===== src/hdl/xint_pkg.sv =====
// Constants and carrier types for the extra interrupt and extra port block.
// Assumes an 8051-style core that reaches these registers through its SFR port.
// Behaviour
// - Control register at SFR 0C0H, bit-addressable.
// - Bits: prio3,en3,pend3,trig3,prio2,en2,pend2,trig2.
// - Request passes only while its enable is set.
// - Priority bit one selects high service level.
// - Trigger one: falling edge; zero: low level.
// - Edge sets pending; vectoring clears it.
// - Fixed vector addresses 03H through 3BH.
// - Same level: grant in vector order.
// - Extra port latch at SFR 0D8H.
// - Only lower four port bits have pins.
// - Port pins behave like standard port one.
// - Port bits 3 and 2 double as interrupts.
// - Byte write drives pins, read returns pins.
// - Pins are quasi-bidirectional with pull-ups.
// - Reset: port latch FFH, control 00H.
package xint_pkg;
  localparam logic [7:0] CTRL_ADDR = 8'hC0;
  localparam logic [7:0] PORT_ADDR = 8'hD8;
  localparam logic [7:0] CTRL_RESET = 8'h00;
  localparam logic [7:0] PORT_RESET = 8'hFF;
  localparam int TRIG2_BIT = 0;
  localparam int PEND2_BIT = 1;
  localparam int EN2_BIT = 2;
  localparam int PRIO2_BIT = 3;
  localparam int TRIG3_BIT = 4;
  localparam int PEND3_BIT = 5;
  localparam int EN3_BIT = 6;
  localparam int PRIO3_BIT = 7;
  localparam int PORT_PINS = 4;
  localparam int IRQ2_PIN = 2;
  localparam int IRQ3_PIN = 3;
  localparam int SOURCES = 8;
  localparam int SRC_IRQ2 = 6;
  localparam int SRC_IRQ3 = 7;
  localparam logic [7:0] VEC_BASE = 8'h03;
  localparam int VEC_STEP_SHIFT = 3;

  typedef struct packed {
    logic wr;
    logic rd;
    logic bit_op;
    logic [7:0] addr;
    logic [7:0] wdata;
  } sfr_req_t;

  typedef struct packed {
    logic valid;
    logic high;
    logic [2:0] source;
    logic [7:0] vector;
  } grant_t;
endpackage


===== src/hdl/xint_port.sv =====
// Extra external interrupts, eight-source priority encoder and 4-bit extra port.
// Assumes the core presents one SFR access per cycle and acknowledges vectoring.
`timescale 1ns/1ps
module xint_port #(
  parameter int SYNC_STAGES = 3
)
(
  // Clock and reset
  input wire logic clk_i,
  input wire logic reset_n_i,
  // SFR access; for bit_op, addr is a bit address and wdata[0] the bit value
  input wire xint_pkg::sfr_req_t req_i,
  output logic [7:0] rdata_o,
  // Standard core sources, index 0..5, with their priority bits
  input wire logic [5:0] core_req_i,
  input wire logic [5:0] core_prio_i,
  // Core acknowledge of the source being vectored
  input wire logic ack_i,
  input wire logic [2:0] ack_source_i,
  // Interrupt grant
  output xint_pkg::grant_t grant_o,
  // Port pins
  input wire logic [3:0] pin_i,
  output logic [3:0] pin_o,
  output logic [3:0] pin_oe_n_o
);
  initial
  begin
    if (SYNC_STAGES != 3)
      $error("SYNC_STAGES must be 3");
  end

  logic [7:0] ctrl_r;
  logic [7:0] ctrl_nxt;
  logic [7:0] port_r;
  logic [7:0] port_nxt;
  logic [3:0] s1_r;
  logic [3:0] s2_r;
  logic [3:0] s3_r;
  logic [3:0] pin_r;
  logic [3:0] pin_nxt;
  logic [1:0] prev_r;
  logic [7:0] rdata_r;
  logic [7:0] rdata_nxt;
  xint_pkg::grant_t grant_r;
  xint_pkg::grant_t grant_nxt;

  // A change counts once stages two and three agree; stage one feeds stage two only.
  assign pin_nxt = (s2_r & s3_r) | (pin_r & (s2_r ^ s3_r));

  wire irq2_lvl = pin_r[xint_pkg::IRQ2_PIN];
  wire irq3_lvl = pin_r[xint_pkg::IRQ3_PIN];
  wire fall2 = prev_r[0] & ~irq2_lvl;
  wire fall3 = prev_r[1] & ~irq3_lvl;

  // SFR decode.
  wire ctrl_byte = ~req_i.bit_op && (req_i.addr == xint_pkg::CTRL_ADDR);
  wire port_byte = ~req_i.bit_op && (req_i.addr == xint_pkg::PORT_ADDR);
  wire ctrl_bit = req_i.bit_op && (req_i.addr[7:3] == xint_pkg::CTRL_ADDR[7:3]);
  wire port_bit = req_i.bit_op && (req_i.addr[7:3] == xint_pkg::PORT_ADDR[7:3]);
  wire [7:0] bit_mask = 8'h01 << req_i.addr[2:0];
  wire [7:0] bit_val = {8{req_i.wdata[0]}};

  wire ack2 = ack_i && (ack_source_i == 3'(xint_pkg::SRC_IRQ2));
  wire ack3 = ack_i && (ack_source_i == 3'(xint_pkg::SRC_IRQ3));
  wire ctrl_wr = req_i.wr && (ctrl_byte || ctrl_bit);
  wire [3:0] cfg_bits = {ctrl_r[xint_pkg::PRIO3_BIT], ctrl_r[xint_pkg::TRIG3_BIT], ctrl_r[xint_pkg::PRIO2_BIT], ctrl_r[xint_pkg::TRIG2_BIT]};

  // Software write first, then hardware: a detected edge wins over a clear.
  logic [7:0] ctrl_sw;
  assign ctrl_sw = (req_i.wr && ctrl_byte) ? req_i.wdata :
                   (req_i.wr && ctrl_bit) ? ((ctrl_r & ~bit_mask) | (bit_val & bit_mask)) : ctrl_r;
  wire trig2 = ctrl_r[xint_pkg::TRIG2_BIT];
  wire trig3 = ctrl_r[xint_pkg::TRIG3_BIT];
  wire pend2_nxt = trig2 ? ((ctrl_sw[xint_pkg::PEND2_BIT] & ~ack2) | fall2) : 1'b0;
  wire pend3_nxt = trig3 ? ((ctrl_sw[xint_pkg::PEND3_BIT] & ~ack3) | fall3) : 1'b0;
  always_comb
  begin
    ctrl_nxt = ctrl_sw;
    ctrl_nxt[xint_pkg::PEND2_BIT] = pend2_nxt;
    ctrl_nxt[xint_pkg::PEND3_BIT] = pend3_nxt;
  end

  // Only the low nibble reaches pins; upper latch bits are kept but drive nothing.
  assign port_nxt = (req_i.wr && port_byte) ? req_i.wdata :
                    (req_i.wr && port_bit) ? ((port_r & ~bit_mask) | (bit_val & bit_mask)) : port_r;

  // Level mode follows the pin directly, edge mode uses the pending flag.
  wire req2 = trig2 ? ctrl_r[xint_pkg::PEND2_BIT] : ~irq2_lvl;
  wire req3 = trig3 ? ctrl_r[xint_pkg::PEND3_BIT] : ~irq3_lvl;

  wire [7:0] req_all = {req3 & ctrl_r[xint_pkg::EN3_BIT], req2 & ctrl_r[xint_pkg::EN2_BIT], core_req_i};
  wire [7:0] prio_all = {ctrl_r[xint_pkg::PRIO3_BIT], ctrl_r[xint_pkg::PRIO2_BIT], core_prio_i};
  wire [7:0] hi_req = req_all & prio_all;
  wire [7:0] lo_req = req_all & ~prio_all;
  wire use_hi = |hi_req;
  wire [7:0] sel_req = use_hi ? hi_req : lo_req;

  logic [2:0] win;
  always_comb
  begin
    win = 3'h0;
    for (int i = xint_pkg::SOURCES - 1; i >= 0; i--)
      if (sel_req[i])
        win = 3'(i);
  end

  always_comb
  begin
    grant_nxt.valid = |req_all;
    grant_nxt.high = use_hi;
    grant_nxt.source = win;
    grant_nxt.vector = (|req_all) ? (xint_pkg::VEC_BASE + 8'({win, 3'h0})) : 8'h00;
  end

  // Port byte reads see the pins; the upper nibble reads back from the latch.
  assign rdata_nxt = ctrl_byte ? ctrl_r :
                     port_byte ? {port_r[7:4], pin_r} : 8'h00;

  always_ff @(posedge clk_i)
  begin
    if (!reset_n_i)
      ctrl_r <= xint_pkg::CTRL_RESET;
    else
      ctrl_r <= ctrl_nxt;
  end

  always_ff @(posedge clk_i)
  begin
    if (!reset_n_i)
      port_r <= xint_pkg::PORT_RESET;
    else
      port_r <= port_nxt;
  end

  // Synchronisers reset to the pull-up level so that release of reset shows no false edge.
  always_ff @(posedge clk_i)
  begin
    if (!reset_n_i)
    begin
      s1_r <= '1;
      s2_r <= '1;
      s3_r <= '1;
      pin_r <= '1;
    end
    else
    begin
      s1_r <= pin_i;
      s2_r <= s1_r;
      s3_r <= s2_r;
      pin_r <= pin_nxt;
    end
  end

  always_ff @(posedge clk_i)
  begin
    if (!reset_n_i)
      prev_r <= '1;
    else
      prev_r <= {irq3_lvl, irq2_lvl};
  end

  always_ff @(posedge clk_i)
  begin
    if (!reset_n_i)
    begin
      rdata_r <= '0;
      grant_r <= '0;
    end
    else
    begin
      rdata_r <= rdata_nxt;
      grant_r <= grant_nxt;
    end
  end

  // A latch one leaves the pin to the pull-up so the outside can pull it low.
  assign pin_o = 4'h0;
  assign pin_oe_n_o = port_r[3:0];
  assign rdata_o = rdata_r;
  assign grant_o = grant_r;

  edge_pend_a: assert property (@(posedge clk_i) disable iff (!reset_n_i)
    (trig2 && fall2 && $past(trig2)) |=> ctrl_r[xint_pkg::PEND2_BIT])
    else $error("edge did not set pending two");
  ack_clear_a: assert property (@(posedge clk_i) disable iff (!reset_n_i)
    (ack3 && !fall3 && !(req_i.wr && (ctrl_byte || ctrl_bit))) |=> !ctrl_r[xint_pkg::PEND3_BIT])
    else $error("acknowledge did not clear pending three");
  mask_req_a: assert property (@(posedge clk_i) disable iff (!reset_n_i)
    (!ctrl_r[xint_pkg::EN2_BIT] && !ctrl_r[xint_pkg::EN3_BIT] && core_req_i == 6'h00) |=> !grant_o.valid)
    else $error("masked request granted");
  level_follow_a: assert property (@(posedge clk_i) disable iff (!reset_n_i)
    (!trig2 && irq2_lvl) |-> !req2)
    else $error("level request latched");
  vector_map_a: assert property (@(posedge clk_i) disable iff (!reset_n_i)
    grant_o.valid |-> grant_o.vector == 8'h03 + 8'({grant_o.source, 3'h0}))
    else $error("vector mismatch");
  poll_order_a: assert property (@(posedge clk_i) disable iff (!reset_n_i)
    (core_req_i[0] && !core_prio_i[0] && !use_hi) |=> grant_o.source == 3'h0)
    else $error("polling order broken");
  prio_high_a: assert property (@(posedge clk_i) disable iff (!reset_n_i)
    (req_all[7] && prio_all[7]) |=> grant_o.high)
    else $error("high priority lost");
  port_drive_a: assert property (@(posedge clk_i) disable iff (!reset_n_i)
    (req_i.wr && port_byte) |=> pin_oe_n_o == $past(req_i.wdata[3:0]))
    else $error("port write not driven");
  ctrl_bit_a: assert property (@(posedge clk_i) disable iff (!reset_n_i)
    (req_i.wr && ctrl_bit && req_i.addr == 8'hC2) |=> ctrl_r[xint_pkg::EN2_BIT] == $past(req_i.wdata[0]))
    else $error("bit write to enable two failed");

  ctrl_en_wr_a: assert property (@(posedge clk_i) disable iff (!reset_n_i)
    (req_i.wr && ctrl_byte)
    |=> ctrl_r[xint_pkg::EN2_BIT] == $past(req_i.wdata[xint_pkg::EN2_BIT]) && ctrl_r[xint_pkg::EN3_BIT] == $past(req_i.wdata[xint_pkg::EN3_BIT]))
    else $error("enable write lost");
  ctrl_prio_wr_a: assert property (@(posedge clk_i) disable iff (!reset_n_i)
    (req_i.wr && ctrl_byte)
    |=> ctrl_r[xint_pkg::PRIO2_BIT] == $past(req_i.wdata[xint_pkg::PRIO2_BIT]) && ctrl_r[xint_pkg::PRIO3_BIT] == $past(req_i.wdata[xint_pkg::PRIO3_BIT]))
    else $error("priority write lost");
  ctrl_trig_wr_a: assert property (@(posedge clk_i) disable iff (!reset_n_i)
    (req_i.wr && ctrl_byte)
    |=> ctrl_r[xint_pkg::TRIG2_BIT] == $past(req_i.wdata[xint_pkg::TRIG2_BIT]) && ctrl_r[xint_pkg::TRIG3_BIT] == $past(req_i.wdata[xint_pkg::TRIG3_BIT]))
    else $error("trigger write lost");
  en_hold_a: assert property (@(posedge clk_i) disable iff (!reset_n_i)
    !ctrl_wr
    |=> ctrl_r[xint_pkg::EN2_BIT] == $past(ctrl_r[xint_pkg::EN2_BIT]) && ctrl_r[xint_pkg::EN3_BIT] == $past(ctrl_r[xint_pkg::EN3_BIT]))
    else $error("enable changed without write");
  cfg_hold_a: assert property (@(posedge clk_i) disable iff (!reset_n_i)
    !ctrl_wr
    |=> cfg_bits == $past(cfg_bits))
    else $error("configuration changed without write");
  pend2_level_a: assert property (@(posedge clk_i) disable iff (!reset_n_i)
    !trig2
    |=> !ctrl_r[xint_pkg::PEND2_BIT])
    else $error("pending two set in level mode");
  pend3_level_a: assert property (@(posedge clk_i) disable iff (!reset_n_i)
    !trig3
    |=> !ctrl_r[xint_pkg::PEND3_BIT])
    else $error("pending three set in level mode");
  ack_clear2_a: assert property (@(posedge clk_i) disable iff (!reset_n_i)
    (ack2 && !fall2 && !ctrl_wr)
    |=> !ctrl_r[xint_pkg::PEND2_BIT])
    else $error("acknowledge did not clear pending two");
  edge_pend3_a: assert property (@(posedge clk_i) disable iff (!reset_n_i)
    (trig3 && fall3)
    |=> ctrl_r[xint_pkg::PEND3_BIT])
    else $error("edge did not set pending three");
  pend_hold2_a: assert property (@(posedge clk_i) disable iff (!reset_n_i)
    (trig2 && !fall2 && !ack2 && !ctrl_wr)
    |=> ctrl_r[xint_pkg::PEND2_BIT] == $past(ctrl_r[xint_pkg::PEND2_BIT]))
    else $error("pending two changed on its own");
  edge_quiet2_a: assert property (@(posedge clk_i) disable iff (!reset_n_i)
    (trig2 && !fall2 && !ctrl_r[xint_pkg::PEND2_BIT] && !ctrl_wr)
    |=> !ctrl_r[xint_pkg::PEND2_BIT])
    else $error("pending two set without falling edge");
  level_req2_a: assert property (@(posedge clk_i) disable iff (!reset_n_i)
    (!trig2 && !irq2_lvl && ctrl_r[xint_pkg::EN2_BIT])
    |=> grant_o.valid)
    else $error("low level two not requested");
  level_req3_a: assert property (@(posedge clk_i) disable iff (!reset_n_i)
    (!trig3 && !irq3_lvl && ctrl_r[xint_pkg::EN3_BIT])
    |=> grant_o.valid)
    else $error("low level three not requested");
  edge_grant2_a: assert property (@(posedge clk_i) disable iff (!reset_n_i)
    (trig2 && ctrl_r[xint_pkg::PEND2_BIT] && ctrl_r[xint_pkg::EN2_BIT])
    |=> grant_o.valid)
    else $error("pending two not requested");
  mask_src2_a: assert property (@(posedge clk_i) disable iff (!reset_n_i)
    !ctrl_r[xint_pkg::EN2_BIT]
    |=> !(grant_o.valid && grant_o.source == 3'(xint_pkg::SRC_IRQ2)))
    else $error("masked source two granted");
  mask_src3_a: assert property (@(posedge clk_i) disable iff (!reset_n_i)
    !ctrl_r[xint_pkg::EN3_BIT]
    |=> !(grant_o.valid && grant_o.source == 3'(xint_pkg::SRC_IRQ3)))
    else $error("masked source three granted");
  lo_only_a: assert property (@(posedge clk_i) disable iff (!reset_n_i)
    ((|req_all) && !(|hi_req))
    |=> grant_o.valid && !grant_o.high)
    else $error("low request granted high");
  hi_wins_a: assert property (@(posedge clk_i) disable iff (!reset_n_i)
    (|hi_req)
    |=> grant_o.valid && grant_o.high)
    else $error("high request not preferred");
  grant_idle_a: assert property (@(posedge clk_i) disable iff (!reset_n_i)
    !(|req_all)
    |=> grant_o == '0)
    else $error("grant without request");
  poll_first_a: assert property (@(posedge clk_i) disable iff (!reset_n_i)
    hi_req[0]
    |=> grant_o.source == 3'h0)
    else $error("source zero not polled first");
  two_before3_a: assert property (@(posedge clk_i) disable iff (!reset_n_i)
    (sel_req[xint_pkg::SRC_IRQ2] && sel_req[xint_pkg::SRC_IRQ3] && sel_req[xint_pkg::SRC_IRQ2-1:0] == '0)
    |=> grant_o.source == 3'(xint_pkg::SRC_IRQ2))
    else $error("source three polled before two");
  port_bit_a: assert property (@(posedge clk_i) disable iff (!reset_n_i)
    (req_i.wr && port_bit)
    |=> port_r[$past(req_i.addr[2:0])] == $past(req_i.wdata[0]))
    else $error("port bit write lost");
  port_bit_only_a: assert property (@(posedge clk_i) disable iff (!reset_n_i)
    (req_i.wr && port_bit)
    |=> (port_r & ~$past(bit_mask)) == ($past(port_r) & ~$past(bit_mask)))
    else $error("port bit write touched other bits");
  port_hold_a: assert property (@(posedge clk_i) disable iff (!reset_n_i)
    !(req_i.wr && (port_byte || port_bit))
    |=> $stable(port_r))
    else $error("port latch changed without write");
  port_latch_a: assert property (@(posedge clk_i) disable iff (!reset_n_i)
    (req_i.wr && port_byte)
    |=> port_r == $past(req_i.wdata))
    else $error("port byte write lost");
  rd_ctrl_a: assert property (@(posedge clk_i) disable iff (!reset_n_i)
    ctrl_byte
    |=> rdata_o == $past(ctrl_r))
    else $error("control read wrong");
  rd_port_a: assert property (@(posedge clk_i) disable iff (!reset_n_i)
    port_byte
    |=> rdata_o == {$past(port_r[7:4]), $past(pin_r)})
    else $error("port read wrong");
  rd_other_a: assert property (@(posedge clk_i) disable iff (!reset_n_i)
    !(ctrl_byte || port_byte)
    |=> rdata_o == 8'h00)
    else $error("unmapped read not zero");
  sync_take_a: assert property (@(posedge clk_i) disable iff (!reset_n_i)
    (s2_r == s3_r)
    |=> pin_r == $past(s3_r))
    else $error("agreed pin level not taken");
endmodule


===== config.mk =====
export PLATFORM = sky130hd
export DESIGN_NAME = xint_port
export DESIGN_NICKNAME = d
export VERILOG_FILES = /design/src/hdl/xint_pkg.sv /design/src/hdl/xint_port.sv
export SDC_FILE = /design/constraint.sdc
export NUM_CORES = 1
export LEC_CHECK = 0
export BUFFER_PORTS_ARGS = -buffer_cell sky130_fd_sc_hd__buf_2
export CORE_AREA = 3 3 71 73
export CTS_CLUSTER_SIZE = 20
export DETAILED_ROUTE_END_ITERATION = 8
export DIE_AREA = 0 0 74 76
export GPL_TIMING_DRIVEN = 0
export PLACE_DENSITY = 0.82
export REMOVE_ABC_BUFFERS = 1
export SYNTH_ARGS = -nofsm -noshare
export SYNTH_HDL_FRONTEND = slang
export SYNTH_SLANG_ARGS = --single-unit

===== constraint.sdc =====
create_clock -name clk_i -period 3.2 [get_ports clk_i]
set_input_delay 0.64 -clock clk_i [delete_from_list [all_inputs] [get_ports clk_i]]
set_output_delay 0.64 -clock clk_i [all_outputs]
set_load 0.1 [all_outputs]

Word-level counts from Yosys, hierarchy flattened
Index checks and enable logic that the tools add are counted.
{"block": "totals", "reg_bits": 55, "in_bits": 41, "out_inout_bits": 29, "elab_cells": 82}
{"block": "classes", "add_sub_neg": 1, "eq_ne": 6, "shift": 1, "muxes": 17, "bitwise": 26, "n_reduce_logical": 17}
{"cell": "two-way mux 8 bit", "count": 7}
{"cell": "AND 8 bit", "count": 5}
{"cell": "two-way mux 3 bit", "count": 8}
{"cell": "== test 8 bit, second input constant", "count": 2}
{"cell": "inverter 8 bit", "count": 2}
{"cell": "OR 8 bit", "count": 2}
{"cell": "OR reduction 8 bit", "count": 2}
{"cell": "== test 5 bit, second input constant", "count": 2}
{"cell": "logical AND 1 bit", "count": 10}
{"cell": "AND 4 bit", "count": 2}
{"cell": "left shift 1 x 3 -> 8 bit, first input constant", "count": 1}
{"cell": "adder 2 x 6 -> 7 bit, first input constant", "count": 1}
{"cell": "AND 1 bit", "count": 6}
{"cell": "== test 3 bit, second input constant", "count": 2}
{"cell": "AND reduction 2 bit", "count": 3}
{"cell": "inverter 1 bit", "count": 5}
{"cell": "OR 4 bit", "count": 1}
{"cell": "nonzero test 2 bit", "count": 2}
{"cell": "XOR 4 bit", "count": 1}
{"cell": "two-way mux 1 bit", "count": 2}
{"cell": "OR 1 bit", "count": 2}

Depth between registers and ports, before layout
{"block": "depth", "depth_word": 15, "mapped_depth": 6, "depth_no_buf": 5}

Least setup slack after synthesis
Ideal clock, no wire load.
{"block": "synth_path", "path_type": "reg-to-output", "from": "reg grant_r (netlist bit grant_o[1])", "to": "out grant_o[1] in the netlist's numbering", "t_arrival_ps": 1356, "required_time_ps": 2560, "path_slack_ps": 1204, "path_stages_with_launch": 2, "path_buffers": 1, "path_cell_list": "dfxtp_1 > buf_4"}
{"element": "from (decl)", "line": "xint_port.sv:45", "text": "xint_pkg::grant_t grant_r;"}
{"element": "from (signal assigned)", "line": "xint_port.sv:173", "text": "grant_r <= grant_nxt;"}
{"element": "to (decl)", "line": "xint_port.sv:21", "text": "output xint_pkg::grant_t grant_o,"}
No word-level cell between the ends.

==> key figures <==
Outcome
  – Outcome: finished, final reports clean

Finish
  – Fin area: 2800 µm²
  – Share of cells above drive strength 1: 28.1%
  – Area Growth Syn to Fin: 14.0%
  – Commonest non-fill, non-tap cell in the layout: buf_2
  – Commonest non-fill, non-tap cells in the layout: buf_2, dfxtp_1, nand2b_1, nand2_1, nor2_1
  – N_diodes: 0
  – Nets: 356

Drt
  – DR DRC count: 0
  – Vias: 2113
  – Routed vias/inst: roughly 5.8
  – DR pass1 iterations: 4
  – Final wirelength: 5310 µm
  – Number of DRC markers in iteration 0: 144
  – Remaining antenna violation count after routing: 0
  – Avg WL per Cell: 14.7 µm

Logic synthesis
  – Main flop type after synthesis: dfxtp_1
  – EDFF count, synth: 0
  – Count of cell types in the netlist: 52
  – Synth top area share: 41.5%
  – Sequential share of the synthesized area: between 40% and 50%
  – Top cells by area, synth: dfxtp_1, mux2i_1, nand2b_1
  – Yosys top cell by area: dfxtp_1
  – Mapped cell area: between 2000 and 2500 µm²
  – Syn Area/Cell: 9.60 µm²
  – Cells after Synth: 256
  – Synthesized flop and latch total: 51
  – Number of synthesis warnings: 0
  – Share of flip-flops with an asynchronous set or reset: 0%

CTS
  – Number of buffers added for setup after CTS: 0
  – Hold buffers post-CTS: 0
  – CTS buffer count: 5
  – TritonCTS clock tree: done
  – Root Driver: clkbuf_8
  – Clock Latency Late Sink: approximately 300 ps
  – H-tree Lvls: 2
  – Worst-path clk slew: 80 ps
  – Clock sink total: 51
  – Post-CTS sizing: 0
  – Longest Clk Path Bufs: 2

Floorplanning
  – Core area: about 4400 µm²
  – Row count: 24
  – Initial Util: 55.7%
  – DIE HEIGHT: 76 µm
  – DIE WIDTH: 74 µm
  – Top-level port count: 70
  – Die Area: between 5000 and 6000 µm²

Timing
  – # setup viols final: 0
  – Fin. Hold Viols: 0
  – Crit share post-route: 65.5%
  – Fin Setup TNS: 0 ps
  – Skew final: 8.83 ps
  – Rel. slew slack: 57.9%
  – Max Clk Rate: 477 MHz
  – RSZ-0062 raised after global routing: false
  – Max-slew violations: 0
  – Worst Tran Pin Value: 631 ps
  – Minimum clock period: ~2100 ps

Global route
  – First-pass GRT wire length: 8540 µm
  – Tot GR Track Use: 19.0%
  – Vias in the first global route: between 1500 and 2000
  – Grt ovf: 0
  – Largest net degree at the start of global routing: 34
  – Antenna violations before repair: 0

Worst setup path
  – Critical path's largest stage delay: 540 ps
  – Crit path capture type: flop
  – Type of origin of the critical path: primary input
  – Arr. time, crit path: 2240 ps
  – Worst path slowest cell: nor3_4
  – Crit Path Class: primary input to flop
  – Req. time, crit path: 3340 ps
  – WP buf/inv: 1
  – Critical path peak fanout: 14
  – Cells traversed along the worst timing path: buf_2 > or3_4 > or2_4 > nor3_4 > o211ai_1
  – Worst path top cell family by delay: simple AND/OR/NAND/NOR gates

Power
  – Sequential Power Share: 53.7%
  – P_sw: 372 µW
  – VDD IR max: 0.368 mV
  – Comb pwr share: 18.1%
  – Clock share of power: 28.1%
  – Leak pwr: 1.19 nW
  – Switching Share: between 30 and 40%
  – PwrDens: 436 nW/µm²
  – Cell-internal power: 849 µW

Job
  – MaxCap Viol Count: 0

Min path
  – Hold crit path type: flop to flop

Place
  – DP Area: 2730 µm²
  – Placed wire-length estimate: 3890 µm
  – GPL Wtd Cong: 0.864
  – # port buffers: 61
power by group through the flow:
| stage | Sequential [mW] | Clock, mW | Combinational [mW] |
|---|---|---|---|
| after floorplan | 0.733 | 0 | 0.0935 |
| after global routing | 0.658 | 0.377 | 0.235 |
| after global placement | 0.671 | 0 | 0.218 |
| after CTS | 0.656 | 0.353 | 0.221 |
| after detailed placement | 0.671 | 0 | 0.221 |
| final | 0.656 | 0.344 | 0.222 |
logic make-up after synthesis:
kind of cell	after synthesis	synth area share (%)
fa+ha+maj	4	2.04
mux	15	6.26
compound gates	62	18.8
flops	51	41.5
buf+inv	25	6.01
other cells	1	0.153
simple gates	98	25.2
worst paths after layout:
path	from	to	slack [ps]	cells past startpoint
max	req_i[8]	flop	1100	5
max reg2reg	ctrl_r[4]$_SDFFE_PN0P_	grant_o[5]$_SDFF_PN0_	1330	5
min	s1_r[1]$_SDFF_PN1_	s2_r[1]$_SDFF_PN1_	410	1
min reg2reg	s1_r[1]$_SDFF_PN1_	s2_r[1]$_SDFF_PN1_	410	1
worst reg2reg max path: cells and delay by family, from the launching register on:
kind / cells / cell delay (ps)
simple gates: 3 / 590
compound gates: 2 / 730
flops: 1 / 440
Yosys cell counts (4+ instances only):
cell type and count:
nand3_1 8, nand2_1 18, dfxtp_1 51, nand2b_1 18, buf_4 12, clkbuf_1 5
a21oi_1 8, o211ai_1 4, o21ai_1 7, mux2i_1 12, a31oi_1 4, nor4_1 4
nand4_1 7, a211o_1 4, ha_1 4, inv_1 4, a22oi_1 12, nor2_1 16
final cells by class:
class	count	area (µm²)
well taps	52	65.1
clock inverters	1	7.51
fillers	406	1610
repair buffers	61	305
multi-input cells	186	1310
inverters	6	22.5
clock buffers	5	68.8
flip-flops and latches	51	1020
metrics by stage:
| step | setup slack [ps] | std cells | hold slack, ps | utilization (%) | power [mW] |
|---|---|---|---|---|---|
| 2_1_floorplan | 1010 | 243 | 386 | - | 0.826 |
| 3_3_place_gp | 842 | 356 | 388 | 61.8 | 0.889 |
| 3_5_place_dp | 815 | 356 | 396 | 61.8 | 0.892 |
| 4_1_cts | 1130 | 362 | 417 | 63.5 | 1.23 |
| 5_1_grt | 1020 | 362 | 431 | 63.5 | 1.27 |
| 6_report | 1100 | 362 | 412 | 63.5 | 1.22 |
per-layer routing:
layer	vias to the layer above	part of all wire, %	track usage (%)
met5	-	0	0
met2	74	50	32.3
met1	985	42	23.1
met3	5	7.4	4.88
met4	0	0.90	5.43
li1	1049	-	-
Power figures use the tool's default switching activity.
